`config.mk`:
```
export PLATFORM = sky130hd
export DESIGN_NAME = opk_panel
export DESIGN_NICKNAME = d
export VERILOG_FILES = /design/src/opk_pkg.sv /design/src/opk_sync.sv /design/src/opk_panel.sv
export SDC_FILE = /design/constraint.sdc
export NUM_CORES = 1
export LEC_CHECK = 0
export BUFFER_PORTS_ARGS = -buffer_cell sky130_fd_sc_hd__buf_2
export CAP_MARGIN = 20
export CORE_UTILIZATION = 55
export DETAILED_ROUTE_END_ITERATION = 16
export GPL_ROUTABILITY_DRIVEN = 0
export PLACE_DENSITY = 0.84
export SYNTH_ARGS = -nofsm -noshare
export SYNTH_HDL_FRONTEND = slang
export SYNTH_SLANG_ARGS = --single-unit
```
`constraint.sdc`:
```
create_clock -name clock -period 8.9 [get_ports clock]
set_input_delay 1.78 -clock clock [delete_from_list [all_inputs] [get_ports clock]]
set_output_delay 1.78 -clock clock [all_outputs]
set_load 0.05 [all_outputs]
```
`src/opk_pkg.sv`:
```
// constants and types for the operator panel indicator and key logic
// assumes a single 50 MHz clock and a synchronous active-high reset
// Notes on behaviour
// - uplink activity lamp lights on first uplink character arriving
// - no attitude lamp when operating without inertial reference
// - key release lamp set on display clash or key over display
// - key release lamp cleared by release key or normal commit
// - operator error lamp lights on an improper key sequence
// - thermal warning lamp lights while in-range temperature signal absent
// - gimbal lock lamp lights beyond plus or minus 70 degrees
// - beyond 85 degrees command coarse align; no attitude lamp follows
// - software alarm lamp lights whenever a program alarm occurs
// - restart latch lights restart lamp until alarm reset key pressed
// - tracker lamp on resolver failure in auto without zeroing, or fewer than N good samples in 2N tries
// - height fault lamp on missing range-good while reading range, or bad range scaling
// - speed fault lamp on missing velocity-good while reading velocity
// - computer busy lamp lights during an internal sequence
// - display of 24 sections: digits or blank, signs plus minus blank
// - three five-digit data rows and verb, noun, program fields
// - after verb or noun key, next two digits form that code
// - clear key blanks the data row being loaded
// - advance key in standby selects operate and routine 00
// - advance key in idle state: proceed, or standby when program 06
// - commit key executes verb noun, accepts load, or answers request
// - alarm reset clears only alarms whose condition is corrected
`default_nettype none

package opk_pkg;
  localparam int          OPK_CLK_HZ        = 50_000_000;
  localparam logic [3:0]  OPK_BLANK         = 4'hF;  // blank digit code
  localparam logic [1:0]  OPK_SIGN_BLANK    = 2'h0;
  localparam logic [1:0]  OPK_SIGN_PLUS     = 2'h1;
  localparam logic [1:0]  OPK_SIGN_MINUS    = 2'h2;
  localparam int          OPK_ROW_DIGITS    = 5;
  localparam int          OPK_ROWS          = 3;
  localparam int          OPK_CODE_DIGITS   = 2;
  localparam logic [7:0]  OPK_GIMBAL_WARN   = 8'h46; // 70 degrees
  localparam logic [7:0]  OPK_GIMBAL_ALIGN  = 8'h55; // 85 degrees
  localparam logic [7:0]  OPK_SOFTWARE_ALARM_LAMP_STANDBY  = 8'h06; // program 06, bcd
  localparam logic [7:0]  OPK_ROUTINE_IDLE  = 8'h00; // routine 00, bcd
  localparam logic [7:0]  OPK_CODE_RESET    = 8'hFF; // blank code pair
  localparam int          OPK_RESTORE_NS    = 1000;  // clock restore time
  localparam int          OPK_RESTORE_CYC   =
    (OPK_RESTORE_NS * (OPK_CLK_HZ / 1_000_000) + 999) / 1000;

  typedef enum logic [5:0] {
    OPK_IDLE    = 6'b000001,
    OPK_VERB    = 6'b000010,
    OPK_NOUN    = 6'b000100,
    OPK_LOAD    = 6'b001000,
    OPK_RESTORE = 6'b010000,
    OPK_STANDBY = 6'b100000
  } opk_state_t;

  typedef enum logic [3:0] {
    OPK_K_NONE   = 4'h0,
    OPK_K_VERB   = 4'h1,
    OPK_K_NOUN   = 4'h2,
    OPK_K_PLUS   = 4'h3,
    OPK_K_MINUS  = 4'h4,
    OPK_K_CLEAR  = 4'h5,
    OPK_K_ADV    = 4'h6,
    OPK_K_COMMIT = 4'h7,
    OPK_K_RESET  = 4'h8,
    OPK_K_REL    = 4'h9,
    OPK_K_DIGIT  = 4'hA
  } opk_key_t;

  // magnitude of a signed angle in degrees
  function automatic logic [7:0] opk_abs(input logic signed [8:0] a);
    opk_abs = a[8] ? 8'(-a) : a[7:0];
  endfunction
endpackage : opk_pkg

`default_nettype wire

```
`src/opk_sync.sv`:
```
// three-stage synchroniser bank for asynchronous status inputs
// assumes one clock; a change counts once stages two and three agree
`default_nettype none

module opk_sync #(
  parameter int WIDTH = 16
) (
  input  wire logic             clock,
  input  wire logic             rst,
  input  wire logic [WIDTH-1:0] din,
  output logic      [WIDTH-1:0] dout
);
  logic [WIDTH-1:0] s1_r;
  logic [WIDTH-1:0] s2_r;
  logic [WIDTH-1:0] s3_r;

  initial begin
    if (WIDTH < 1) $error("opk_sync width must be positive");
  end

  // first stage feeds only the second
  always_ff @(posedge clock) begin
    if (rst) begin
      s1_r <= '0;
      s2_r <= '0;
      s3_r <= '0;
    end else begin
      s1_r <= din;
      s2_r <= s1_r;
      s3_r <= s2_r;
    end
  end

  // accept a bit only where the last two stages agree
  always_ff @(posedge clock) begin
    if (rst) begin
      dout <= '0;
    end else begin
      for (int i = 0; i < WIDTH; i++) begin
        if (s2_r[i] == s3_r[i]) dout[i] <= s3_r[i];
      end
    end
  end
endmodule : opk_sync

`default_nettype wire

```
`src/opk_panel.sv`:
```
// top of the operator panel: lamps, key sequencing and display fields
// assumes status bits from the computer and keys from the crew panel
`default_nettype none

module opk_panel
  import opk_pkg::*;
#(
  parameter int          NSAMP   = 8,
  parameter int          RESTORE = OPK_RESTORE_CYC
) (
  input  wire logic              clock,
  input  wire logic              rst,
  input  wire logic              key_strobe,
  input  wire logic [3:0]        key_code,
  input  wire logic [3:0]        key_digit,
  input  wire logic              uplink_char,
  input  wire logic              uplink_msg_end,
  input  wire logic              iss_on,
  input  wire logic              iss_caged,
  input  wire logic              iss_coarse,
  input  wire logic              temp_in_range,
  input  wire logic signed [8:0] middle_gimbal,
  input  wire logic              software_alarm_lamp_alarm,
  input  wire logic              restart_event,
  input  wire logic              rr_on,
  input  wire logic              lr_on,
  input  wire logic              rr_resolver_fail,
  input  wire logic              rr_auto,
  input  wire logic              rr_zeroing,
  input  wire logic              radar_try,
  input  wire logic              radar_sample_ok,
  input  wire logic              lr_reading_range,
  input  wire logic              lr_range_good,
  input  wire logic              lr_range_scale_bad,
  input  wire logic              lr_reading_vel,
  input  wire logic              lr_vel_good,
  input  wire logic              internal_busy,
  input  wire logic              internal_display,
  input  wire logic              internal_flash,
  input  wire logic              monitor_active,
  input  wire logic              please_perform,
  input  wire logic [7:0]        program_code,
  output logic                   uplink_activity_lamp,
  output logic                   no_attitude_lamp,
  output logic                   standby_lamp,
  output logic                   key_release,
  output logic                   operator_error_lamp,
  output logic                   thermal_warning_lamp,
  output logic                   gimbal_lock_lamp,
  output logic                   software_alarm_lamp,
  output logic                   restart_lamp,
  output logic                   tracker_lamp,
  output logic                   height_fault_lamp,
  output logic                   speed_fault_lamp,
  output logic                   computer_busy_lamp,
  output logic                   coarse_align_cmd,
  output logic                   proceed_pulse,
  output logic                   execute_pulse,
  output logic                   accept_pulse,
  output logic                   perform_ack_pulse,
  output logic                   routine_select,
  output logic [7:0]             verb_code,
  output logic [7:0]             noun_code,
  output logic [7:0]             software_alarm_lamp_field,
  output logic [59:0]            data_digits,
  output logic [5:0]             data_signs
);
  localparam int NS = 20;
  localparam int CW = $clog2(2 * NSAMP + 1);
  localparam int RW = $clog2(RESTORE + 1);

  initial begin
    if (NSAMP < 1) $error("NSAMP must be at least one");
    if (RESTORE < 1) $error("RESTORE must be at least one");
  end

  logic [NS-1:0] st;
  opk_sync #(.WIDTH(NS)) u_sync (
    .clock (clock),
    .rst   (rst),
    .din   ({uplink_char, uplink_msg_end, iss_on, iss_caged, iss_coarse,
             temp_in_range, software_alarm_lamp_alarm, restart_event, rr_on, lr_on,
             rr_resolver_fail, rr_auto, rr_zeroing, lr_reading_range,
             lr_range_good, lr_range_scale_bad, lr_reading_vel,
             lr_vel_good, internal_busy, internal_display}),
    .dout  (st)
  );
  logic s_upc, s_upe, s_isson, s_cage, s_coarse, s_temp, s_alarm;
  logic s_rst_ev, s_rron, s_lron, s_rrfail, s_rrauto, s_rrzero;
  logic s_lrrng, s_lrrgood, s_lrscale, s_lrvel, s_lrvgood, s_busy, s_idisp;
  assign {s_upc, s_upe, s_isson, s_cage, s_coarse, s_temp, s_alarm,
          s_rst_ev, s_rron, s_lron, s_rrfail, s_rrauto, s_rrzero, s_lrrng,
          s_lrrgood, s_lrscale, s_lrvel, s_lrvgood, s_busy, s_idisp} = st;

  opk_state_t state_r;
  logic [7:0] gabs;
  logic       operate;
  logic       restart_r;
  logic       prev_upc_r;
  logic       prev_idisp_r;
  logic [CW-1:0] tries_r;
  logic [CW-1:0] good_r;
  logic       track_miss_r;
  logic [1:0] dcnt_r;
  logic [1:0] row_r;
  logic [2:0] dpos_r;
  logic [RW-1:0] rcnt_r;
  logic       key_held_r;

  assign gabs    = opk_abs(middle_gimbal);
  assign operate = (state_r != OPK_STANDBY) && (state_r != OPK_RESTORE);

  wire k_dig    = key_strobe && key_code == OPK_K_DIGIT;
  wire k_verb   = key_strobe && key_code == OPK_K_VERB;
  wire k_noun   = key_strobe && key_code == OPK_K_NOUN;
  wire k_sign   = key_strobe &&
                  (key_code == OPK_K_PLUS || key_code == OPK_K_MINUS);
  wire k_clear  = key_strobe && key_code == OPK_K_CLEAR;
  wire k_adv    = key_strobe && key_code == OPK_K_ADV;
  wire k_commit = key_strobe && key_code == OPK_K_COMMIT;
  wire k_reset  = key_strobe && key_code == OPK_K_RESET;
  wire k_rel    = key_strobe && key_code == OPK_K_REL;
  wire k_bad    = key_strobe && key_code > OPK_K_DIGIT;
  wire in_prog6 = program_code == OPK_SOFTWARE_ALARM_LAMP_STANDBY;

  always_ff @(posedge clock) begin
    if (rst) begin
      state_r <= OPK_IDLE;
      dcnt_r  <= 2'h0;
      rcnt_r  <= '0;
    end else begin
      unique case (state_r)
        OPK_IDLE: begin
          dcnt_r <= 2'h0;
          if (k_verb) state_r <= OPK_VERB;
          else if (k_noun) state_r <= OPK_NOUN;
          else if (k_adv && in_prog6) state_r <= OPK_STANDBY;
          else if (k_commit && verb_code[7:4] >= 4'h2 &&
                   verb_code[7:4] <= 4'h2) state_r <= OPK_LOAD;
        end
        OPK_VERB, OPK_NOUN: begin
          if (k_dig) begin
            dcnt_r <= dcnt_r + 2'h1;
            if (dcnt_r == 2'(OPK_CODE_DIGITS - 1)) state_r <= OPK_IDLE;
          end else if (k_commit || k_rel) begin
            state_r <= OPK_IDLE;
          end
        end
        OPK_LOAD: begin
          if (k_commit && row_r == 2'(OPK_ROWS - 1)) state_r <= OPK_IDLE;
          else if (k_rel) state_r <= OPK_IDLE;
        end
        OPK_STANDBY: begin
          rcnt_r <= '0;
          if (k_adv) state_r <= OPK_RESTORE;
        end
        OPK_RESTORE: begin
          rcnt_r <= rcnt_r + RW'(1);
          if (rcnt_r == RW'(RESTORE - 1)) state_r <= OPK_IDLE;
        end
      endcase
    end
  end

  always_ff @(posedge clock) begin
    if (rst) begin
      verb_code <= OPK_CODE_RESET;
      noun_code <= OPK_CODE_RESET;
    end else if (k_dig && state_r == OPK_VERB) begin
      if (dcnt_r == 2'h0) verb_code <= {key_digit, OPK_BLANK};
      else verb_code <= {verb_code[7:4], key_digit};
    end else if (k_dig && state_r == OPK_NOUN) begin
      if (dcnt_r == 2'h0) noun_code <= {key_digit, OPK_BLANK};
      else noun_code <= {noun_code[7:4], key_digit};
    end
  end

  always_ff @(posedge clock) begin
    if (rst) begin
      data_digits <= {(OPK_ROWS * OPK_ROW_DIGITS){OPK_BLANK}};
      data_signs  <= {OPK_ROWS{OPK_SIGN_BLANK}};
      row_r       <= 2'h0;
      dpos_r      <= 3'h0;
    end else if (state_r != OPK_LOAD) begin
      row_r  <= 2'h0;
      dpos_r <= 3'h0;
    end else if (k_clear) begin
      data_digits[row_r*20 +: 20] <= {OPK_ROW_DIGITS{OPK_BLANK}};
      data_signs[row_r*2 +: 2]    <= OPK_SIGN_BLANK;
      dpos_r                      <= 3'h0;
    end else if (k_sign) begin
      data_signs[row_r*2 +: 2] <= (key_code == OPK_K_PLUS) ?
                                  OPK_SIGN_PLUS : OPK_SIGN_MINUS;
    end else if (k_dig && dpos_r < 3'(OPK_ROW_DIGITS)) begin
      data_digits[row_r*20 + (4 - dpos_r)*4 +: 4] <= key_digit;
      dpos_r <= dpos_r + 3'h1;
    end else if (k_commit && row_r != 2'(OPK_ROWS - 1)) begin
      row_r  <= row_r + 2'h1;
      dpos_r <= 3'h0;
    end
  end

  always_ff @(posedge clock) begin
    if (rst) begin
      proceed_pulse     <= 1'b0;
      execute_pulse     <= 1'b0;
      accept_pulse      <= 1'b0;
      perform_ack_pulse <= 1'b0;
      routine_select    <= 1'b0;
    end else begin
      proceed_pulse     <= k_adv && state_r == OPK_IDLE && !in_prog6;
      execute_pulse     <= k_commit && state_r != OPK_LOAD &&
                           operate && !please_perform;
      accept_pulse      <= k_commit && state_r == OPK_LOAD;
      perform_ack_pulse <= k_commit && please_perform &&
                           state_r == OPK_IDLE;
      routine_select    <= state_r == OPK_RESTORE &&
                           rcnt_r == RW'(RESTORE - 1);
    end
  end

  // program field shows routine 00 while restoring, program_code otherwise
  always_ff @(posedge clock) begin
    if (rst) software_alarm_lamp_field <= OPK_CODE_RESET;
    else if (state_r == OPK_RESTORE) software_alarm_lamp_field <= OPK_ROUTINE_IDLE;
    else software_alarm_lamp_field <= program_code;
  end

  always_ff @(posedge clock) begin
    if (rst) begin
      operator_error_lamp <= 1'b0;
    end else if (k_bad ||
                 (k_sign && state_r != OPK_LOAD) ||
                 (k_clear && state_r != OPK_LOAD && state_r != OPK_IDLE)) begin
      operator_error_lamp <= 1'b1;
    end else if (k_reset) begin
      operator_error_lamp <= 1'b0;
    end
  end

  always_ff @(posedge clock) begin
    if (rst) begin
      key_held_r   <= 1'b0;
      key_release  <= 1'b0;
      prev_idisp_r <= 1'b0;
    end else begin
      prev_idisp_r <= s_idisp;
      if (state_r != OPK_IDLE) key_held_r <= 1'b1;
      else if (k_commit || k_rel) key_held_r <= 1'b0;
      if ((s_idisp && !prev_idisp_r && key_held_r) ||
          (key_strobe && !k_rel && (internal_flash || monitor_active)))
        key_release <= 1'b1;
      else if (k_rel || (k_commit && (internal_flash ||
               (state_r == OPK_LOAD && row_r == 2'(OPK_ROWS - 1)) ||
               verb_code[7:4] >= 4'h4)))
        key_release <= 1'b0;
    end
  end

  // restart latch, event wins over reset key
  always_ff @(posedge clock) begin
    if (rst) restart_r <= 1'b0;
    else if (s_rst_ev && operate) restart_r <= 1'b1;
    else if (k_reset) restart_r <= 1'b0;
  end

  always_ff @(posedge clock) begin
    if (rst || !(s_rron || s_lron)) begin
      tries_r      <= '0;
      good_r       <= '0;
      track_miss_r <= 1'b0;
    end else if (radar_try) begin
      if (tries_r == CW'(2 * NSAMP - 1)) begin
        track_miss_r <= (good_r + CW'(radar_sample_ok)) < CW'(NSAMP);
        tries_r      <= '0;
        good_r       <= '0;
      end else begin
        tries_r <= tries_r + CW'(1);
        good_r  <= good_r + CW'(radar_sample_ok);
      end
    end
  end

  // uplink lamp from first character to message end
  always_ff @(posedge clock) begin
    if (rst) begin
      prev_upc_r           <= 1'b0;
      uplink_activity_lamp <= 1'b0;
    end else begin
      prev_upc_r <= s_upc;
      if (s_upc && !prev_upc_r) uplink_activity_lamp <= 1'b1;
      else if (s_upe) uplink_activity_lamp <= 1'b0;
    end
  end

  always_ff @(posedge clock) begin
    if (rst) begin
      no_attitude_lamp     <= 1'b0;
      standby_lamp         <= 1'b0;
      thermal_warning_lamp <= 1'b0;
      gimbal_lock_lamp     <= 1'b0;
      coarse_align_cmd     <= 1'b0;
      software_alarm_lamp  <= 1'b0;
      restart_lamp         <= 1'b0;
      tracker_lamp         <= 1'b0;
      height_fault_lamp    <= 1'b0;
      speed_fault_lamp     <= 1'b0;
      computer_busy_lamp   <= 1'b0;
    end else begin
      no_attitude_lamp     <= operate && (!s_isson || s_cage || s_coarse ||
                                          coarse_align_cmd);
      standby_lamp         <= state_r == OPK_STANDBY;
      thermal_warning_lamp <= !s_temp;
      gimbal_lock_lamp     <= gabs > OPK_GIMBAL_WARN;
      coarse_align_cmd     <= gabs > OPK_GIMBAL_ALIGN;
      software_alarm_lamp  <= s_alarm;
      restart_lamp         <= restart_r;
      tracker_lamp         <= (s_rron || s_lron) &&
                              ((s_rrfail && s_rrauto && !s_rrzero) ||
                               track_miss_r);
      height_fault_lamp    <= (s_lrrng && !s_lrrgood) || s_lrscale;
      speed_fault_lamp     <= s_lrvel && !s_lrvgood;
      computer_busy_lamp   <= s_busy;
    end
  end
endmodule : opk_panel

`default_nettype wire

```
==> key figures <==
Run status
  • Status: completed

Clock tree
  • Sink Count: 223
  • Cts bufs inserted: 22
  • H-tree levels: 1
  • Clock buffer depth: 3
  • Clk_lat worst skew: 510 ps
  • Post-CTS Setup Bufs: 0
  • CTS tree: done
  • Clock transition at path regs: 60 ps
  • Cts hold-fix bufs: 0
  • Clock root cell: clkbuf_16
  • Post-CTS Resized: 0

Finish
  • Area growth syn-to-layout: 18.21%
  • Most common cell after layout, fill and taps aside: dfxtp_1
  • Layout cells sized above 1: 0.1794
  • Final cell count without fillers: 1442
  • Fin util: 0.6660
  • Nets: 1292
  • Post-route cell area: 11080 um2
  • Most frequent cells in the layout: 223 x dfxtp_1, 160 x buf_2, 106 x nand2_1, 98 x a21oi_1, 76 x nor2b_1
  • # fillers: 1318

Global routing
  • Remaining Overflow, GRT: 0
  • Largest net degree at the start of global routing: 69
  • Vias in the first global route: 7822
  • First-pass GRT wire length: 37.47 mm
  • Antenna violations before repair: 1
  • GRT Util Overall: 0.2557

Floorplan
  • Initial Util: 0.5634
  • Chip height: 132.6 um
  • Row cnt: 47
  • Ports: 162
  • Core Box Area: 16640 um2
  • Chip Width: 132.6 um
  • Die ar.: 17570 um2

Drt
  • Via count: 8319
  • WL final: 22.59 mm
  • TritonRoute pass-1 iters: 5
  • DRC viols: 0
  • Routed WL per cell: 15.66 um
  • Final ANT Viol Nets: 0
  • Initial DRC Count: 677
  • Vias per cell: 5.769

Yosys
  • Mapped Area: 9376 um2
  • Simple-gate share of the synthesized area: 0.2577
  • Adder-Cell Fraction of Synth Area: 0.04484
  • Avg Cell Area, Syn: 8.763 um2
  • Post-synthesis sequential area ratio: 0.4761
  • Syn_nets: 1156
  • Cell variety after synth: 69
  • Async S/R FF share, synth: 0
  • Syn. warnings: 0
  • Compound-Gate Fraction of Synth Area: 0.1607
  • EDFF count, synth: 0
  • Largest family of logic cells by synthesized area: simple AND/OR/NAND/NOR gates
  • Mux cell area share after synthesis: 0.004404
  • Synth Register Bits: 223
  • Synth Instances: 1070
  • XOR/XNOR Fraction of Synth Area: 0.02002
  • Top FF cell, synth: dfxtp_1

STA
  • PnR worst setup slack: 3896 ps
  • Slew Viols, Final: 0
  • Fin crit share: 0.5623
  • Tightest Pin Transition: 992.9 ps
  • Fin crit period: 5004 ps
  • RSZ-0062 raised after global routing: no
  • Max Clock Skew: 27.89 ps
  • Hold Slack: 430.7 ps
  • Normalized max-slew margin: 0.3330
  • Max frequency: 199.8 MHz
  • Setup TNS: 0 ps
  • Final setup violation count: 0
  • Final Hold Viols: 0

Pwr
  • Clock power share: 0.474
  • Leak: 4.281 nW
  • Switch Pwr: 462.3 uW
  • Sw frac: 0.2124
  • Power Density: 196.4 nW/um2
  • Sequential power share: 0.471
  • Comb power frac: 0.055
  • Pwr Total: 2.176 mW
  • Max VDD drop: 0.1668 mV
  • Internal cell power: 1.714 mW

Placed design
  • Placed cell areas: 10260 um2
  • Inst Count DP: 1402
  • Dpl ws: 3946 ps
  • I/O Buffers: 161
  • Hpwl dp: 15.57 mm

Worst setup path
  • Critical Path Sink Type: flip-flop
  • Crit-path max FO: 8
  • Crit Path Category: flip-flop to flip-flop
  • Critical path launch point type: flip-flop
  • CP required: 9330 ps
  • Worst EP arrival: 5440 ps

Job
  • Number of max-cap violations: 0

Worst hold path
  • Class of the worst hold path: flip-flop to flip-flop
-- area by class of cell --
| class | count | area, um2 | share of cell area |
|---|---|---|---|
| clock buffer | 32 | 659.4 | 0.05949 |
| clock inverter | 7 | 163.9 | 0.01479 |
| multi-input combinational | 764 | 4572 | 0.4125 |
| sequential | 223 | 4464 | 0.4028 |
| tap | 220 | 275.3 | 0.02483 |
| timing repair buffer | 164 | 830.8 | 0.07495 |
| inverter | 31 | 116.4 | 0.01050 |
| antenna | 1 | 2.502 | 0.0002258 |
-- registers in the layout, indices dropped and copies added (netlist names), 2 cells and up --
register / count
data_digits: 60
data_signs: 6
dcnt_r: 2
dpos_r: 3
good_r: 5
noun_code: 8
rcnt_r: 6
row_r: 2
software_alarm_lamp_field: 8
state_r: 6
tries_r: 5
u_sync.dout: 20
u_sync.s1_r: 20
u_sync.s2_r: 20
u_sync.s3_r: 20
verb_code: 8
-- critical path, stage by stage (launching register included) --
cell and delay, ps:
dfxtp_1 420, inv_1 70, ha_1 210, xor2_1 140
ha_1 440, nand2_1 120, o21ai_1 420, nand3_1 160
o21ai_1 340, nand3_1 190, ha_1 340, nor4_1 310
nand4_1 280, nor4_1 470, and3_1 320, a21boi_0 470
nor3_1 90, a21oi_1 140
-- power groups by stage --
| stage | combinational, mW | sequential (mW) | clock [mW] |
|---|---|---|---|
| finish | 0.119 | 1.02 | 1.03 |
| floorplan | 0.0666 | 1.06 | 0 |
| global route | 0.130 | 1.03 | 1.09 |
| CTS | 0.118 | 1.02 | 1.05 |
| detailed placement | 0.117 | 1.05 | 0 |
| global placement | 0.116 | 1.05 | 0 |
-- synth_stat cells (3+ instances only) --
cell	instances	area, um2
dfxtp_1	223	4464
nand2_1	106	397.9
a21oi_1	98	490.5
nor2b_1	76	475.5
nor2_1	62	232.7
nand3_1	61	305.3
nor3_1	55	275.3
o21ai_0	39	195.2
clkbuf_1	37	138.9
ha_1	32	400.4
a31oi_1	31	193.9
inv_1	29	108.9
a211oi_1	28	210.2
nand4_1	19	118.9
nand2b_1	14	87.58
o211ai_1	14	105.1
xor2_1	10	87.58
and3_1	9	56.30
or3_1	8	50.05
buf_1	7	26.28
nor4_1	7	43.79
nor4b_1	7	61.31
xnor2_1	7	61.31
and2_1	6	37.54
nand4b_1	6	52.55
nor3b_1	6	45.04
or4_1	6	45.04
buf_2	5	25.02
o31ai_1	5	37.54
buf_6	3	33.78
mux2i_1	3	30.03
o211a_1	3	30.03
o21ai_1	3	15.01
or2_2	3	18.77
or4bb_1	3	33.78
-- path summary, 6_finish.rpt --
kind,to,start,cells after the start,slack [ps]
setup / recovery,data_digits[4]$_SDFFE_PP1P_,dpos_r[0]$_SDFFE_PP0P_,17,3900
setup reg to reg,data_digits[4]$_SDFFE_PP1P_,dpos_r[0]$_SDFFE_PP0P_,17,3900
hold / removal,u_sync.s2_r[9]$_SDFF_PP0_,u_sync.s1_r[9]$_SDFF_PP0_,1,430
hold reg to reg,u_sync.s2_r[9]$_SDFF_PP0_,u_sync.s1_r[9]$_SDFF_PP0_,1,430
-- layer usage --
metal,track usage,share of wire,up-vias,wire [um]
met2,0.4278,0.47,324,10630
met1,0.3341,0.44,3875,9950
met5,0,0,-,0
li1,-,-,4075,-
met4,0.08493,0.024,0,546
met3,0.04444,0.065,45,1457
-- cells by family (layout without fill, tap and decap cells) --
| logic type | count (synthesis) | after routing |
|---|---|---|
| compound gates | 245 | 245 |
| flops | 223 | 223 |
| xor+xnor | 19 | 19 |
| other cells | 0 | 1 |
| mux | 4 | 4 |
| buf+inv | 83 | 234 |
| simple gates | 463 | 463 |
| fa+ha+maj | 33 | 33 |
(Power assumes the default switching activity.)
